===== src/inc/ss7_cfg_pkg.sv =====
// Constants for the link configuration and protocol timer core.
// Assumes a single 100 MHz system clock and a 16-bit register port.
package ss7_cfg_pkg;
  localparam int ADDR_W     = 8;
  localparam int DATA_W     = 16;
  localparam int NUM_TIMERS = 13;

  // Timing
  localparam int CLOCK_PERIOD_NS   = 10;
  localparam int SCALER_CLOCK_DIV  = 32;
  localparam int NARROW_MULT_SHIFT = 4;
  localparam int LOOP_CLOCK_DIV    = 8;
  localparam logic [16:0] NARROW_ZERO_PERIOD = 17'h01010;
  localparam logic [16:0] WIDE_FULL_PERIOD   = 17'h10000;
  localparam logic [7:0]  UNIT_WINDOW        = 8'h80;

  // Register offsets
  localparam logic [ADDR_W-1:0] OFS_MODE        = 8'h00;
  localparam logic [ADDR_W-1:0] OFS_SCALE_WORD  = 8'h02;
  localparam logic [ADDR_W-1:0] OFS_OCTET_LO    = 8'h04;
  localparam logic [ADDR_W-1:0] OFS_TIMER_BASE  = 8'h06;
  localparam logic [ADDR_W-1:0] OFS_WIDE_SCALER = 8'h18;
  localparam logic [ADDR_W-1:0] OFS_JAPAN_BASE  = 8'h90;
  localparam logic [ADDR_W-1:0] OFS_CONTROL     = 8'ha0;
  localparam logic [ADDR_W-1:0] OFS_STATUS      = 8'ha2;

  // Mode word fields, then the octet limit bits of the scale word
  localparam int MODE_EXT_CONTROL_FORCE = 10;
  localparam int MODE_EXT_ADDRESS_FORCE = 9;
  localparam int MODE_NO_EXTRACT        = 8;
  localparam int MODE_EXT_CONTROL_FIELD = 7;
  localparam int MODE_EXT_ADDRESS_FIELD = 6;
  localparam int MODE_RX_CHECK_DISABLE  = 5;
  localparam int MODE_TX_CHECK_DISABLE  = 4;
  localparam int MODE_CHECK_WIDTH_SEL   = 3;
  localparam int MODE_LOOP_LSB          = 0;
  localparam int OCTET_HI_LSB           = 8;
  localparam int OCTET_HI_MSB           = 14;

  localparam logic [2:0] LOOP_NORMAL       = 3'h0;
  localparam logic [2:0] LOOP_SIMPLE       = 3'h4;
  localparam logic [2:0] LOOP_CLOCKLESS    = 3'h5;
  localparam logic [2:0] LOOP_SILENT       = 3'h6;
  localparam logic [2:0] LOOP_SILENT_CLKLS = 3'h7;

  // Control word fields
  localparam int CTRL_WIDE_SCALER_EN = 0;
  localparam int CTRL_JAPAN_VARIANT  = 1;
  localparam int CTRL_TX_DEMAND      = 2;

  // Timer slots: aligned_ready, not_aligned, aligned, normal/emerg proving, busy repeat,
  // remote congest, ack wait, tx poll, then the four interval timers.
  localparam int TMR_BUSY_REPEAT = 5;
  localparam int TMR_TX_POLL     = 8;
  localparam int TMR_FIRST_JAPAN = 9;
  localparam logic [NUM_TIMERS-1:0] LINK_FAIL_MASK = 13'h00c7;
  localparam logic [NUM_TIMERS-1:0] PROVING_MASK   = 13'h0018;
  localparam logic [NUM_TIMERS-1:0] PERIODIC_MASK  = 13'h1f20;

  localparam logic [DATA_W-1:0] MODE_RESET  = 16'h0000;
  localparam logic [DATA_W-1:0] WORD_RESET  = 16'h0000;
endpackage


===== src/logic/ss7_link_config_timers.sv =====
// Link configuration word decode and prescaled protocol timer bank.
// Assumes the protocol engine starts/stops timers on the same clock and
// software fills the parameter block over the plain register port.
// Notes on behaviour
// - Force plus extended address bits give two-octet addresses, first bit ignored.
// - No-extract mode: length and service octets land in buffer bytes one, two.
// - Receive check disabled: still strip 16/32 check bits, skip verification.
// - Transmit check disabled: append no check sequence, else append one.
// - Width bit one selects 16-bit check, zero selects 32-bit.
// - Loop 0 normal; loop 4 feeds transmit data and clock to receiver.
// - Loop 5 internal data, both clocks from system clock over eight.
// - Loop 6 is loop 4 with data pin ones; 7 is loop 5 with ones.
// - Low byte of the scale word is shared prescaler for protocol timers.
// - Prescaler steps every 32 clocks; at zero ticks timers and reloads.
// - Narrow prescaler times 16: one gives 512 clocks, zero 131584.
// - Wide scaler enable uses 16-bit word as prescaler, not multiplied.
// - Octet window limit output joins bits 14:8 with the low word.
// - Unit retransmission window fixed at 128.
// - Alignment timers signal link failure on expiry.
// - Proving timers set normal and emergency proving period lengths.
// - Busy indication repeats on busy timer while locally congested.
// - Remote congestion timer expiry signals link failure.
// - Acknowledge wait timer expiry signals link failure.
// - Transmit scan on demand, received unit or poll expiry.
// - Four interval timers pace repeat units, only with Japanese variant.
//
// The address-and-strobe port and the address map were chosen for this implementation.
module ss7_link_config_timers
  import ss7_cfg_pkg::*;
#(
  parameter int unsigned TICK_DIV = SCALER_CLOCK_DIV
) (
  input  wire logic                  I_CLOCK,
  input  wire logic                  I_RESET,
  input  wire logic [ADDR_W-1:0]     i_ADDR,
  input  wire logic [DATA_W-1:0]     i_WDATA,
  input  wire logic                  i_WRITE,
  input  wire logic                  i_READ,
  input  wire logic [NUM_TIMERS-1:0] i_TIMER_START,
  input  wire logic [NUM_TIMERS-1:0] i_TIMER_STOP,
  input  wire logic                  i_LOCAL_CONGESTED,
  input  wire logic                  i_UNIT_RECEIVED,
  output logic [DATA_W-1:0]          o_RDATA,
  output logic                       o_ADDR_TWO_OCTET,
  output logic                       o_LEN_IN_BUFFER,
  output logic                       o_RX_CHECK_STRIP,
  output logic                       o_RX_CHECK_VERIFY,
  output logic                       o_TX_CHECK_APPEND,
  output logic                       o_CHECK_WIDTH_16,
  output logic                       o_LOOP_INTERNAL,
  output logic                       o_LOOP_DIV_CLOCK,
  output logic                       o_TX_FORCE_ONES,
  output logic                       o_DIV8_CLK,
  output logic [22:0]                o_OCTET_WINDOW_LIMIT,
  output logic [7:0]                 o_UNIT_WINDOW_LIMIT,
  output logic [NUM_TIMERS-1:0]      o_TIMER_EXPIRED,
  output logic                       o_LINK_FAIL,
  output logic                       o_PROVING_DONE,
  output logic                       o_BUSY_REPEAT,
  output logic                       o_TX_SCAN,
  output logic [3:0]                 o_INTERVAL_SEND
);

  localparam int DIV_W = $clog2(TICK_DIV);

  if (TICK_DIV < 2 || (1 << DIV_W) != TICK_DIV) begin : g_bad_div
    $error("TICK_DIV must be a power of two of at least 2");
  end

  logic [DATA_W-1:0]     mode_word;
  logic [DATA_W-1:0]     scale_word;
  logic [DATA_W-1:0]     octet_lo;
  logic [DATA_W-1:0]     wide_scaler;
  logic [DATA_W-1:0]     period [NUM_TIMERS];
  logic                  wide_scaler_en;
  logic                  japan_variant_en;
  logic                  tx_demand;
  logic [NUM_TIMERS-1:0] expired_sticky;
  logic [NUM_TIMERS-1:0] exp_now;
  logic [DIV_W-1:0]      div_count;
  logic                  base_step;
  logic [16:0]           scale_count;
  logic [16:0]           scale_period;
  logic                  tick;
  logic [1:0]            loop_count;
  logic [2:0]            loopback_sel;
  logic                  write_timer;
  logic                  read_timer;
  logic [3:0]            timer_sel;
  logic                  timer_hit;

  assign loopback_sel = mode_word[MODE_LOOP_LSB +: 3];

  // Timer period word decode; two separate windows of the parameter block
  function automatic logic [4:0] decode_timer(input logic [ADDR_W-1:0] addr);
    logic [ADDR_W-1:0] rel;
    decode_timer = 5'h00;
    rel = '0;
    if (addr >= OFS_TIMER_BASE && addr < OFS_WIDE_SCALER && !addr[0]) begin
      rel = addr - OFS_TIMER_BASE;
      decode_timer = {1'b1, rel[4:1]};
    end else if (addr >= OFS_JAPAN_BASE && addr < OFS_CONTROL && !addr[0]) begin
      rel = addr - OFS_JAPAN_BASE;
      if (rel[ADDR_W-1:1] < 7'(NUM_TIMERS - TMR_FIRST_JAPAN)) begin
        decode_timer = {1'b1, 4'(rel[4:1] + 4'(TMR_FIRST_JAPAN))};
      end
    end
  endfunction

  assign {timer_hit, timer_sel} = decode_timer(i_ADDR);
  assign write_timer = i_WRITE && timer_hit;
  assign read_timer  = i_READ && timer_hit;

  // Configuration registers
  always_ff @(posedge I_CLOCK) begin
    if (I_RESET) begin
      mode_word        <= MODE_RESET;
      scale_word       <= WORD_RESET;
      octet_lo         <= WORD_RESET;
      wide_scaler      <= WORD_RESET;
      wide_scaler_en   <= 1'b0;
      japan_variant_en <= 1'b0;
    end else if (i_WRITE) begin
      case (i_ADDR)
        OFS_MODE:        mode_word <= i_WDATA;
        OFS_SCALE_WORD:  scale_word <= i_WDATA;
        OFS_OCTET_LO:    octet_lo <= i_WDATA;
        OFS_WIDE_SCALER: wide_scaler <= i_WDATA;
        OFS_CONTROL: begin
          wide_scaler_en   <= i_WDATA[CTRL_WIDE_SCALER_EN];
          japan_variant_en <= i_WDATA[CTRL_JAPAN_VARIANT];
        end
        default: ;
      endcase
    end
  end

  always_ff @(posedge I_CLOCK) begin
    if (I_RESET) begin
      for (int i = 0; i < NUM_TIMERS; i++) begin
        period[i] <= WORD_RESET;
      end
    end else if (write_timer) begin
      period[timer_sel] <= i_WDATA;
    end
  end

  // Demand is a one-cycle request, not a stored bit
  always_ff @(posedge I_CLOCK) begin
    if (I_RESET) begin
      tx_demand <= 1'b0;
    end else begin
      tx_demand <= i_WRITE && i_ADDR == OFS_CONTROL && i_WDATA[CTRL_TX_DEMAND];
    end
  end

  // Expiry status, write one to clear; a new expiry beats the clear
  always_ff @(posedge I_CLOCK) begin
    if (I_RESET) begin
      expired_sticky <= '0;
    end else if (i_WRITE && i_ADDR == OFS_STATUS) begin
      expired_sticky <= (expired_sticky & ~i_WDATA[NUM_TIMERS-1:0]) | exp_now;
    end else begin
      expired_sticky <= expired_sticky | exp_now;
    end
  end

  // Read port, data valid only in the cycle after the strobe
  always_ff @(posedge I_CLOCK) begin
    if (I_RESET) begin
      o_RDATA <= '0;
    end else if (read_timer) begin
      o_RDATA <= period[timer_sel];
    end else if (i_READ) begin
      case (i_ADDR)
        OFS_MODE:        o_RDATA <= mode_word;
        OFS_SCALE_WORD:  o_RDATA <= scale_word;
        OFS_OCTET_LO:    o_RDATA <= octet_lo;
        OFS_WIDE_SCALER: o_RDATA <= wide_scaler;
        OFS_CONTROL:     o_RDATA <= {14'h0000, japan_variant_en, wide_scaler_en};
        OFS_STATUS:      o_RDATA <= {3'h0, expired_sticky};
        default:         o_RDATA <= '0;
      endcase
    end else begin
      o_RDATA <= '0;
    end
  end

  // Framing options; control force bit is the host's to keep clear, unused here
  always_ff @(posedge I_CLOCK) begin
    if (I_RESET) begin
      o_ADDR_TWO_OCTET  <= 1'b0;
      o_LEN_IN_BUFFER   <= 1'b0;
      o_RX_CHECK_STRIP  <= 1'b0;
      o_RX_CHECK_VERIFY <= 1'b0;
      o_TX_CHECK_APPEND <= 1'b0;
      o_CHECK_WIDTH_16  <= 1'b0;
    end else begin
      o_ADDR_TWO_OCTET  <= mode_word[MODE_EXT_ADDRESS_FORCE] && mode_word[MODE_EXT_ADDRESS_FIELD];
      o_LEN_IN_BUFFER   <= mode_word[MODE_NO_EXTRACT];
      o_RX_CHECK_STRIP  <= 1'b1;
      o_RX_CHECK_VERIFY <= !mode_word[MODE_RX_CHECK_DISABLE];
      o_TX_CHECK_APPEND <= !mode_word[MODE_TX_CHECK_DISABLE];
      o_CHECK_WIDTH_16  <= mode_word[MODE_CHECK_WIDTH_SEL];
    end
  end

  // Loopback selection; codes 1 to 3 are undefined and run as normal
  always_ff @(posedge I_CLOCK) begin
    if (I_RESET) begin
      o_LOOP_INTERNAL  <= 1'b0;
      o_LOOP_DIV_CLOCK <= 1'b0;
      o_TX_FORCE_ONES  <= 1'b0;
    end else begin
      o_LOOP_INTERNAL  <= loopback_sel[2];
      o_LOOP_DIV_CLOCK <= loopback_sel == LOOP_CLOCKLESS || loopback_sel == LOOP_SILENT_CLKLS;
      o_TX_FORCE_ONES  <= loopback_sel == LOOP_SILENT || loopback_sel == LOOP_SILENT_CLKLS;
    end
  end

  // Divide-by-eight loop clock, held low unless a clockless loop is chosen
  always_ff @(posedge I_CLOCK) begin
    if (I_RESET || !o_LOOP_DIV_CLOCK) begin
      loop_count <= 2'h0;
      o_DIV8_CLK <= 1'b0;
    end else begin
      loop_count <= loop_count + 2'h1;
      if (loop_count == 2'(LOOP_CLOCK_DIV / 2 - 1)) begin
        o_DIV8_CLK <= !o_DIV8_CLK;
      end
    end
  end

  always_ff @(posedge I_CLOCK) begin
    if (I_RESET) begin
      o_OCTET_WINDOW_LIMIT <= '0;
      o_UNIT_WINDOW_LIMIT  <= '0;
    end else begin
      o_OCTET_WINDOW_LIMIT <= {scale_word[OCTET_HI_MSB:OCTET_HI_LSB], octet_lo};
      o_UNIT_WINDOW_LIMIT  <= UNIT_WINDOW;
    end
  end

  // Prescaler base step every TICK_DIV clocks
  always_ff @(posedge I_CLOCK) begin
    if (I_RESET) begin
      div_count <= '0;
    end else begin
      div_count <= div_count + DIV_W'(1);
    end
  end

  assign base_step = div_count == DIV_W'(TICK_DIV - 1);

  // Prescaler period in base steps; narrow zero is the longest narrow period, wide word zero gives 65536
  always_comb begin
    if (wide_scaler_en) begin
      scale_period = WIDE_FULL_PERIOD - {1'b0, wide_scaler};
    end else if (scale_word[7:0] == 8'h00) begin
      scale_period = NARROW_ZERO_PERIOD;
    end else begin
      scale_period = 17'({scale_word[7:0], 4'h0});
    end
  end

  // Period changes take effect at once; a count already past a shorter limit wraps at the next base step
  always_ff @(posedge I_CLOCK) begin
    if (I_RESET) begin
      scale_count <= '0;
      tick        <= 1'b0;
    end else begin
      tick <= 1'b0;
      if (base_step) begin
        if (scale_count >= scale_period - 17'h00001) begin
          scale_count <= '0;
          tick        <= 1'b1;
        end else begin
          scale_count <= scale_count + 17'h00001;
        end
      end
    end
  end

  // Timer bank
  for (genvar g = 0; g < NUM_TIMERS; g++) begin : g_timer
    logic              run;
    logic [DATA_W-1:0] count;
    logic              allowed;

    assign allowed    = g < TMR_FIRST_JAPAN || japan_variant_en;
    assign exp_now[g] = run && allowed && tick && count == 16'hffff
                        && !i_TIMER_START[g] && !i_TIMER_STOP[g];

    always_ff @(posedge I_CLOCK) begin
      if (I_RESET) begin
        run   <= 1'b0;
        count <= '0;
      end else if (!allowed || i_TIMER_STOP[g]) begin
        run <= 1'b0;
      end else if (i_TIMER_START[g]) begin
        run   <= 1'b1;
        count <= period[g];
      end else if (run && tick) begin
        if (count == 16'hffff) begin
          run   <= PERIODIC_MASK[g];
          count <= period[g];
        end else begin
          count <= count + 16'h0001;
        end
      end
    end
  end

  // Expiry consequences
  always_ff @(posedge I_CLOCK) begin
    if (I_RESET) begin
      o_TIMER_EXPIRED <= '0;
      o_LINK_FAIL     <= 1'b0;
      o_PROVING_DONE  <= 1'b0;
      o_BUSY_REPEAT   <= 1'b0;
      o_TX_SCAN       <= 1'b0;
      o_INTERVAL_SEND <= '0;
    end else begin
      o_TIMER_EXPIRED <= exp_now;
      o_LINK_FAIL     <= |(exp_now & LINK_FAIL_MASK);
      o_PROVING_DONE  <= |(exp_now & PROVING_MASK);
      o_BUSY_REPEAT   <= exp_now[TMR_BUSY_REPEAT] && i_LOCAL_CONGESTED;
      o_TX_SCAN       <= exp_now[TMR_TX_POLL] || tx_demand || i_UNIT_RECEIVED;
      o_INTERVAL_SEND <= exp_now[NUM_TIMERS-1:TMR_FIRST_JAPAN];
    end
  end

  a_two_octet_addr: assert property (@(posedge I_CLOCK) disable iff (I_RESET)
    ##1 o_ADDR_TWO_OCTET == ($past(mode_word[MODE_EXT_ADDRESS_FORCE]) && $past(mode_word[MODE_EXT_ADDRESS_FIELD])))
    else $error("two-octet address flag does not follow mode bits");

  a_check_width_sel: assert property (@(posedge I_CLOCK) disable iff (I_RESET)
    $rose(mode_word[MODE_CHECK_WIDTH_SEL]) |=> o_CHECK_WIDTH_16)
    else $error("16-bit check not selected after width bit set");

  a_tx_check_off: assert property (@(posedge I_CLOCK) disable iff (I_RESET)
    mode_word[MODE_TX_CHECK_DISABLE] [*2] |-> !o_TX_CHECK_APPEND)
    else $error("check sequence appended while disabled");

  a_rx_strip_kept: assert property (@(posedge I_CLOCK) disable iff (I_RESET)
    mode_word[MODE_RX_CHECK_DISABLE] |=> o_RX_CHECK_STRIP && !o_RX_CHECK_VERIFY)
    else $error("check bits not stripped or still verified");

  a_silent_ones: assert property (@(posedge I_CLOCK) disable iff (I_RESET)
    loopback_sel[2] && loopback_sel[1] |=> o_TX_FORCE_ONES && o_LOOP_INTERNAL)
    else $error("silent loopback lets data reach the pin");

  a_loop_clock_rate: assert property (@(posedge I_CLOCK) disable iff (I_RESET)
    o_LOOP_DIV_CLOCK && $past(o_LOOP_DIV_CLOCK, 8) && $rose(o_DIV8_CLK)
      |-> !$past(o_DIV8_CLK, 4) && $past(o_DIV8_CLK, 5))
    else $error("loop clock period is not eight clocks");

  a_tick_spacing: assert property (@(posedge I_CLOCK) disable iff (I_RESET)
    tick |-> $past(base_step) ##1 !tick)
    else $error("prescaler tick faster than base step");

  a_expire_on_wrap: assert property (@(posedge I_CLOCK) disable iff (I_RESET)
    exp_now[0] |-> tick && g_timer[0].count == 16'hffff ##1 !g_timer[0].run)
    else $error("timer expired without wrapping or kept running");

  a_link_fail_ack: assert property (@(posedge I_CLOCK) disable iff (I_RESET)
    exp_now[7] |=> o_LINK_FAIL && o_TIMER_EXPIRED[7])
    else $error("acknowledge timeout without link failure");

  a_japan_gated: assert property (@(posedge I_CLOCK) disable iff (I_RESET)
    !japan_variant_en |=> o_INTERVAL_SEND == 4'h0)
    else $error("interval timer fired with variant disabled");

  a_scan_on_demand: assert property (@(posedge I_CLOCK) disable iff (I_RESET)
    i_WRITE && i_ADDR == OFS_CONTROL && i_WDATA[CTRL_TX_DEMAND] |-> ##2 o_TX_SCAN)
    else $error("transmit demand did not start a scan");

  a_status_sticky: assert property (@(posedge I_CLOCK) disable iff (I_RESET)
    exp_now[3] |=> expired_sticky[3])
    else $error("expiry lost from status");

endmodule


===== config.mk =====
export PLATFORM = sky130hd
export DESIGN_NAME = ss7_link_config_timers
export DESIGN_NICKNAME = d
export VERILOG_FILES = /design/src/inc/ss7_cfg_pkg.sv /design/src/logic/ss7_link_config_timers.sv
export SDC_FILE = /design/constraint.sdc
export NUM_CORES = 1
export LEC_CHECK = 0
export BUFFER_PORTS_ARGS = -buffer_cell sky130_fd_sc_hd__buf_2
export CAP_MARGIN = 20
export CORE_ASPECT_RATIO = 1.1
export CORE_MARGIN = 2
export CORE_UTILIZATION = 39
export CTS_BUF_LIST = sky130_fd_sc_hd__clkbuf_4
export DETAILED_ROUTE_END_ITERATION = 8
export PLACE_DENSITY_LB_ADDON = 0.25
export SLEW_MARGIN = 20
export SYNTH_ARGS = -nofsm -noshare
export SYNTH_HDL_FRONTEND = slang
export SYNTH_SLANG_ARGS = --single-unit

===== constraint.sdc =====
create_clock -name I_CLOCK -period 4.8 [get_ports I_CLOCK]
set_input_delay 0.96 -clock I_CLOCK [delete_from_list [all_inputs] [get_ports I_CLOCK]]
set_output_delay 0.96 -clock I_CLOCK [all_outputs]
set_load 0.05 [all_outputs]

## Word level (Yosys, flattened, before mapping)

Memory sizes are Yosys's and may differ from the RTL's.
Index checks and enable logic that the tools add are counted.

- Output and inout bits: 78
- Bits of input ports: 56
- Memories: 1
- Word-level logic and storage cells: 413
- Memory bits (writable): 208
- Register bits: 404

- Mux-type cells: 99
- Bitwise gates (word level): 18
- $add $sub $neg: 21
- Magnitude comparators: 6
- Reductions and logical operators: 188
- Eq/ne operators: 23

Memory list:

| name | words | width | rd ports | clocked after Yosys merged registers in | wr ports | RTL line | text |
|---|---|---|---|---|---|---|---|
| period | 13 | 16 | 14 | 0 | 13 | ss7_link_config_timers.sv:74 | `logic [DATA_W-1:0] period [NUM_TIMERS];` |

Operators by type and width:

| kind | number |
|---|---|
| $mux W16 | 42 |
| $add A16 B1 Y16 const B | 13 |
| $eq A16 B16 Y1 const B | 13 |
| $pmux W16 S6 | 1 |
| $logic_and A1 B1 Y1 | 71 |
| $reduce_and A2 Y1 | 31 |
| $reduce_bool A2 Y1 | 26 |
| $mux W1 | 47 |
| $mux W17 | 2 |
| $logic_not A1 Y1 | 32 |
| $reduce_or A2 Y1 | 15 |
| $mux W13 | 2 |
| $or A13 B13 Y13 | 2 |
| $add A17 B1 Y17 const B | 1 |
| $ge A17 B17 Y1 | 1 |
| $sub A17 B1 Y17 const B | 1 |
| $sub A17 B16 Y17 const A | 1 |
| $eq A8 B8 Y1 const B | 2 |
| $logic_not A8 Y1 | 2 |
| $reduce_or A16 Y1 | 1 |
| $mux W5 | 3 |
| $not A1 Y1 | 14 |
| $and A13 B13 Y13 | 1 |
| $not A13 Y13 | 1 |
| 20 further kinds | 30 |

## Longest topological paths before layout

Gate-level depths: netlist (run 1).

- Depth in word-level cells: 11
- Gate-level depth with buffers: 20
- Gate-level depth less buffers: 18

## Worst setup path before layout (run 1)

Ideal clock, no wire load.

- Path type: input to register
- From: input port i_ADDR[1]
- To: memory period[11][0] (enable)
- Data arrival time: 4.183 ns
- Required time: 4.389 ns
- Stages: 9
- Setup time: 0.411 ns
- Path buffers: 3
- Path slack: 0.206 ns
- Cells stage by stage: clkbuf_1 clkinv_1 clkbuf_1 ha_1 clkbuf_1 inv_1 a21oi_1 nand4_1 o21ai_0

RTL lines:

| what | RTL line | text |
|---|---|---|
| start: declaration | ss7_link_config_timers.sv:35 | `input wire logic [ADDR_W-1:0] i_ADDR,` |
| end: declaration | ss7_link_config_timers.sv:74 |  |

## Worst setup path after layout (run 1)

- From: register wide_scaler[1]
- To: register scale_count[11]

- Longest elaborated chain between the ends: 5

Ends and longest elaborated chain:

| what | RTL line | text |
|---|---|---|
| start: declaration | ss7_link_config_timers.sv:73 | `logic [DATA_W-1:0] wide_scaler;` |
| start signal: assignment | ss7_link_config_timers.sv:128 | `OFS_WIDE_SCALER: wide_scaler <= i_WDATA;` |
| $sub A17 B16 Y17 | ss7_link_config_timers.sv:258 | `scale_period = WIDE_FULL_PERIOD - {1'b0, wide_scaler};` |
| $mux W17 | ss7_link_config_timers.sv:257 | `if (wide_scaler_en) begin` |
| $sub A17 B1 Y17 | ss7_link_config_timers.sv:274 | `if (scale_count >= scale_period - 17'h00001) begin` |
| $ge A17 B17 Y1 | ss7_link_config_timers.sv:274 |  |
| $mux W17 | ss7_link_config_timers.sv:274 |  |
| end signal: assignment | ss7_link_config_timers.sv:278 | `scale_count <= scale_count + 17'h00001;` |
| end: declaration | ss7_link_config_timers.sv:82 | `logic [16:0] scale_count;` |

Every way passes these cells.
A chain may end at the register's enable or synchronous reset.

==> flow_metrics.tcl, run 1 <==
set metrics [dict create \
    run_status "complete, no violations" \
    hold_depth 2 \
    cp.depth 18 \
    clock-root-buffer "clkbuf_4" \
    nFillCells 8177 \
    portBuffers 126 \
    drt-vias-per-instance 5.69 \
    grt_pass1_vias 26600 \
    routed-via-count 28500 \
    maxCapViolCount 0 \
    die-area_um2 85300 \
    rsz0062_at_grt "no" \
    clk_latency_ps 1030 \
    route.detailed.drc 0 \
    fmax_mhz 221 \
    setup_viol 0 \
    layout-drive-gt1-share_pct 14.4 \
    overflow 0 \
    place_congestion 0.885 \
    cts_setup_buffers 0 \
    cts_tree "done" \
    grt_max_degree 120 \
    cp.buffers_inverters 2 \
    ant_nets 0 \
    clock_sinks 648 \
    synth-seq-cells 648 \
    post_drt_wl_per_cell_um 21.0 \
    syn_area_um2 32400 \
    num_rows 110 \
    crit_fanout 12 \
    whs_endpoint "g_timer[11].run$_SDFFE_PP0P_" \
    rr_worst_depth 18 \
    synth_top_area_cell "dfxtp_1" \
    syn_inst 3676 \
    irDropWorstVdd_v 0.000211 \
    ys_types 77 \
    io_pins 134 \
    first_iter_violations 2521 \
    power.density_nw_per_um2 334 \
    required_ps 5700 \
    final_area_um2 36300 \
    final_common_cell "nand2_1" \
    crit_top_cell "ha_1" \
    grt_pass1_wl_mm 159 \
    layout.nets 3881 \
    ctsLongestPathBuffers 3 \
    antenna_found_initial 9 \
    worstMarginPinSlew_ps 1020 \
    hold_violations 0 \
    syn-mean-instance-area_um2 8.80 \
    cp_top_family "simple AND/OR/NAND/NOR gates" \
    dr.pass1.iters 6 \
    multiInputGateArea_um2 15700 \
    routed_wl_mm 105 \
    layout_common_cells "407 x nand2_1, 391 x dfxtp_1, 390 x nor2_1" \
    yosysSeqAreaShare_pct 48.0 \
    crit_start "wide_scaler[1]$_SDFFE_PP0P_" \
    core_region_area_um2 82000 \
    cts_made_buffers 174 \
    regArea_um2 15500 \
    grt_use_total_pct 24.2 \
    initial_utilization_pct 39.4 \
    path_clk_slew_ps 70 \
    dpl_cell_area_um2 33800 \
    min-delay-start "i_TIMER_STOP[11]" \
    synthArstFlopShare_pct 0 \
    slew_headroom_pct 31.8 \
    die_h_um 306 \
    r2r_end "scale_count[11]$_SDFFE_PP0N_" \
    start_kind "flip-flop" \
    regToRegSetupSlack_ps 270 \
    hpwlAfterDp_mm 69.1 \
    period_share_pct 94.4 \
    path_cells "inv_1, ha_1, or4b_1, or4_4, a31oi_2, o211a_1, and3_4, nand2_1, xnor2_1, ha_1, nand4_1, nor4_1, a211o_1, a21o_1, a221oi_1, o21ai_1, buf_4, nor3_1" \
    slew_violations 0 \
    hold_path.class "input port to flip-flop" \
    endpoint_kind "flip-flop" \
    netlist_top_cells_area "dfxtp_1 24%, edfxtp_1 24%, a21oi_1 5.1%" \
    fin_crit_ps 4530 \
    cp.arrival_ps 5430 \
    slowest_delay_ps 520 \
    htreeDepth 4 \
    synth_edf_count 256 \
    critPathKind "flip-flop to flip-flop" \
    synth_ff_type "dfxtp_1" \
    ys_warn_count 0 \
    die_w_um 279 \
    r2r-start "wide_scaler[1]$_SDFFE_PP0P_" \
    netlist.area_leader.share_pct 24.3 \
    power.leakage_nw 13.3 \
    area_delta_synth_final_pct 12.2 \
    clock_skew_ps 66.4 \
    slowest_stage "or4b_1" \
    fin_setup_tns_ps 0 \
]
[report_power, final]
part / internal (mW) / switching (mW) / total [mW]
combinational: 0.255 / 0.604 / 0.859
sequential: 5.87 / 0.159 / 6.03
clock: 2.80 / 2.43 / 5.23
[kinds of logic after synthesis]
| group | after synthesis | synth area share, % |
|---|---|---|
| xor+xnor | 42 | 1.14 |
| simple gates | 1591 | 24.3 |
| flops | 648 | 48.0 |
| mux | 90 | 3.12 |
| fa+ha+maj | 38 | 1.47 |
| other cells | 1 | 0.0116 |
| compound gates | 962 | 18.3 |
| buf+inv | 304 | 3.72 |
[synthesized netlist by cell type (42+ instances only)]
library cell and instances:
dfxtp_1 392, and3_1 70, o21ai_0 250, nand3_1 126, nor2_1 394, edfxtp_1 256
mux2i_1 76, and2_1 240, a22oi_1 57, nor3_1 103, o31ai_1 42, clkbuf_1 229
nand2_1 407, a21oi_1 331, a211oi_1 47
[worst reg2reg max path: stages, from the launching register on]
cell and delay [ps]:
dfxtp_1 380, inv_1 80, ha_1 270, or4b_1 520, or4_4 430, a31oi_2 290
o211a_1 230, and3_4 220, nand2_1 100, xnor2_1 180, ha_1 280, nand4_1 100
nor4_1 50, a211o_1 230, a21o_1 170, a221oi_1 310, o21ai_1 180, buf_4 240
nor3_1 170
[how the worst max path moves through the flow]
stage / end / slack (ps)
final: scale_count[11]$_SDFFE_PP0N_ / 270
after global routing: scale_count[11]$_SDFFE_PP0N_ / 6
after detailed placement: scale_count[11]$_SDFFE_PP0N_ / 130
after CTS: scale_count[11]$_SDFFE_PP0N_ / 100
after global placement: scale_count[11]$_SDFFE_PP0N_ / 160
after floorplan: period[11][0]$_SDFFCE_PN0P_ / 210
[timing repair]
action	4_1_cts	5_1_grt
endpoints found under the setup margin	0	4
resized for setup	0	1
endpoints found under the hold margin	5	0
hold buffers	5	0
[flip-flops by register name, summed over array words and instances (netlist names), 2 cells and up]
register	cells
expired_sticky	13
o_TIMER_EXPIRED	13
period	256
loop_count	2
octet_lo	16
div_count	5
scale_word	16
wide_scaler	16
g_timer.run	13
o_RDATA	16
o_OCTET_WINDOW_LIMIT	23
scale_count	17
g_timer.count	208
mode_word	16
[cell type report]
cell class                 count  area share (%)
tap                         1064            3.67
clock buffer                 279            5.77
multi-input combinational   2730            43.3
sequential                   648            42.8
timing repair buffer         198            3.33
inverter                      35           0.362
clock inverter                46           0.792
antenna                        6          0.0413
[through the flow]
| stage | std cells | util, % | power [mW] | worst slack [ps] | hold slack, ps |
|---|---|---|---|---|---|
| 6_report | 5006 | 44.3 | 12.1 | 268 | 173 |
| 5_1_grt | 5002 | 44.3 | 12.6 | 6.24 | 75.7 |
| 4_1_cts | 4999 | 44.2 | 12.2 | 99.1 | 8.44 |
| 3_5_place_dp | 4669 | 41.3 | 6.98 | 126 | 435 |
| 3_3_place_gp | 4669 | 41.3 | 6.98 | 162 | 409 |
| 2_1_floorplan | 3682 | - | 6.64 | 206 | 398 |
[layer usage]
layer | routed length, um | track usage (%) | vias up | share of wire, %
li1 | - | - | 13600 | -
met1 | 44500 | 31.8 | 13600 | 42
met2 | 48800 | 38.5 | 1125 | 46
met3 | 8500 | 5.58 | 182 | 8.1
met4 | 3260 | 9.63 | 0 | 3.1
met5 | 0 | 0 | - | 0
Power figures use the tool's default switching activity.
==> run 2, diff against run 1 <==
RECOVER_POWER = 50   (was default)
clock period = 5.9 ns   (was 4.8 ns; I/O delays follow)
==> run 2 against run 1 <==
  * The run now ends with max-capacitance violations, max-slew violations left
  * Sequential cell count did not move
  * Register-to-register slack improved by 820 ps
  * Utilization fell by 0.49 points
  * Routed wire length grew 0.80%
  * Clock power is 21% lower
  * Via count increased by 0.12%
  * First-iteration DRC count rose by 8.8%
  * Die area did not move
  * Critical endpoint is now period[2][9]$_SDFFCE_PN0P_
==> flow_metrics.tcl, run 2 (synthesis results as in run 1) <==
set metrics [dict create \
    run_status "finished, violations left" \
    violations "max-capacitance violations, max-slew violations" \
    crit_fanout 45 \
    power_mw 9.72 \
    hold_violations 0 \
    grt_max_degree 153 \
    die-area_um2 85300 \
    maxCapViolCount 21 \
    die_w_um 279 \
    required_ps 6770 \
    area_delta_synth_final_pct 11.0 \
    layout_common_cells "407 x nand2_1, 392 x nor2_1, 392 x dfxtp_1" \
    fin_setup_tns_ps 0 \
    start_kind "input port" \
    drt-vias-per-instance 5.71 \
    clock-root-buffer "clkbuf_4" \
    dpl_cell_area_um2 33700 \
    cts_tree "done" \
    ant_nets 0 \
    antenna_found_initial 4 \
    first_iter_violations 2743 \
    slew_violations 668 \
    grt_pass1_vias 26300 \
    slowest_stage "clkbuf_1" \
    path_cells "buf_4, clkbuf_1, nand3_1, nor2_1, and2_1" \
    cell_internal_pwr_mw 7.08 \
    hold_buffers 0 \
    hold_path.class "input port to flip-flop" \
    top_regs "period x256, g_timer.count x208, o_OCTET_WINDOW_LIMIT x23" \
    post_drt_wl_per_cell_um 21.2 \
    hpwlAfterDp_mm 70.3 \
    cts_resized 0 \
    final_area_um2 35900 \
    io_pins 134 \
    slowest_delay_ps 2170 \
    layout.nets 3868 \
    r2r_end "scale_count[11]$_SDFFE_PP0N_" \
    switching_share_pct 27.1 \
    endpoint_kind "flip-flop" \
    portBuffers 126 \
    cp_top_family "simple AND/OR/NAND/NOR gates" \
    cp.arrival_ps 6110 \
    rsz0062_at_grt "no" \
    largest_reg_flops 256 \
    fmax_mhz 191 \
    rr_worst_depth 17 \
    power.density_nw_per_um2 271 \
    worst_slack_ps 666 \
    cp.depth 5 \
    multiInputGateArea_um2 15700 \
    period_share_pct 88.7 \
    power.switching_mw 2.64 \
    grt_pass1_wl_mm 159 \
    worstMarginPinSlew_ps 3180 \
    grt_use_total_pct 24.3 \
    power_frac_seq_pct 50.5 \
    clk_latency_ps 1080 \
    top_register "period" \
    overflow 0 \
    routed_wl_mm 106 \
    core_region_area_um2 82000 \
    r2r-start "wide_scaler[0]$_SDFFE_PP0P_" \
    cp-endpoint "period[2][9]$_SDFFCE_PN0P_" \
    path_clk_slew_ps 60 \
    htreeDepth 4 \
    place_congestion 0.922 \
    cts_setup_buffers 0 \
    p_clk_share_pct 42.4 \
    critPathKind "input port to flip-flop" \
    dr.pass1.iters 7 \
    pwr-share-comb_pct 7.1 \
    cp.buffers_inverters 2 \
    die_h_um 306 \
    pre_cts_slack_ps 975 \
    fin_crit_ps 5230 \
    placedCellCount 4657 \
    layout-drive-gt1-share_pct 11.2 \
    ctsLongestPathBuffers 3 \
    final_common_cell "nand2_1" \
    power.leakage_nw 12.7 \
    stdcell_count 4995 \
    route.detailed.drc 0 \
    setup_viol 0 \
    crit_start "i_ADDR[1]" \
    num_rows 110 \
    regToRegSetupSlack_ps 1090 \
    routed-via-count 28500 \
    cts_made_buffers 177 \
    clock_skew_ps 78.6 \
    nFillCells 8262 \
    slew_headroom_pct -112 \
    irDropWorstVdd_v 0.000203 \
    clock_sinks 648 \
    regArea_um2 15500 \
    initial_utilization_pct 39.4 \
]
[run 2: stage by stage]
step / util (%) / hold slack (ps)
CTS: 43.9 / 193
global route: 43.8 / 250
global placement: 41.1 / 409
finish: 43.8 / 309
detailed placement: 41.1 / 415
floorplan: - / 398
[run 2: layout make-up]
| type | instances | share of cell area, % |
|---|---|---|
| Multi-Input combinational cell | 2730 | 43.7 |
| Antenna cell | 6 | 0.0418 |
| Clock buffer | 264 | 5.52 |
| Inverter | 35 | 0.366 |
| Clock inverter | 66 | 0.885 |
| Tap cell | 1064 | 3.71 |
| Timing Repair Buffer | 182 | 2.53 |
| Sequential cell | 648 | 43.3 |
[run 2: worst min path at each step]
stage          cells after the start                           to                      from  slack (ps)
2_1_floorplan                      1     loop_count[0]$_SDFF_PP0_  loop_count[0]$_SDFF_PP0_         400
3_3_place_gp                       1     loop_count[0]$_SDFF_PP0_  loop_count[0]$_SDFF_PP0_         410
3_5_place_dp                       1     loop_count[0]$_SDFF_PP0_  loop_count[0]$_SDFF_PP0_         410
4_1_cts                            2     o_BUSY_REPEAT$_SDFF_PP0_         i_LOCAL_CONGESTED         190
5_1_grt                            2  g_timer[8].run$_SDFFE_PP0P_           i_TIMER_STOP[8]         250
6_report                           2     o_BUSY_REPEAT$_SDFF_PP0_         i_LOCAL_CONGESTED         310
[run 2: per-layer routing]
layer  GRT usage [%]  wire (um)
met5               0          0
met4            11.4       4290
met3            5.95       8210
met2            37.7      48200
met1            31.8      45100
[run 2: power by group through the flow]
| stage | combinational [mW] | sequential [mW] | clock [mW] |
|---|---|---|---|
| after floorplan | 0.460 | 4.94 | 0 |
| after global placement | 0.678 | 5.00 | 0 |
| after detailed placement | 0.681 | 5.00 | 0 |
| after CTS | 0.682 | 4.91 | 4.22 |
| after global routing | 0.746 | 4.92 | 4.46 |
| final | 0.688 | 4.91 | 4.12 |
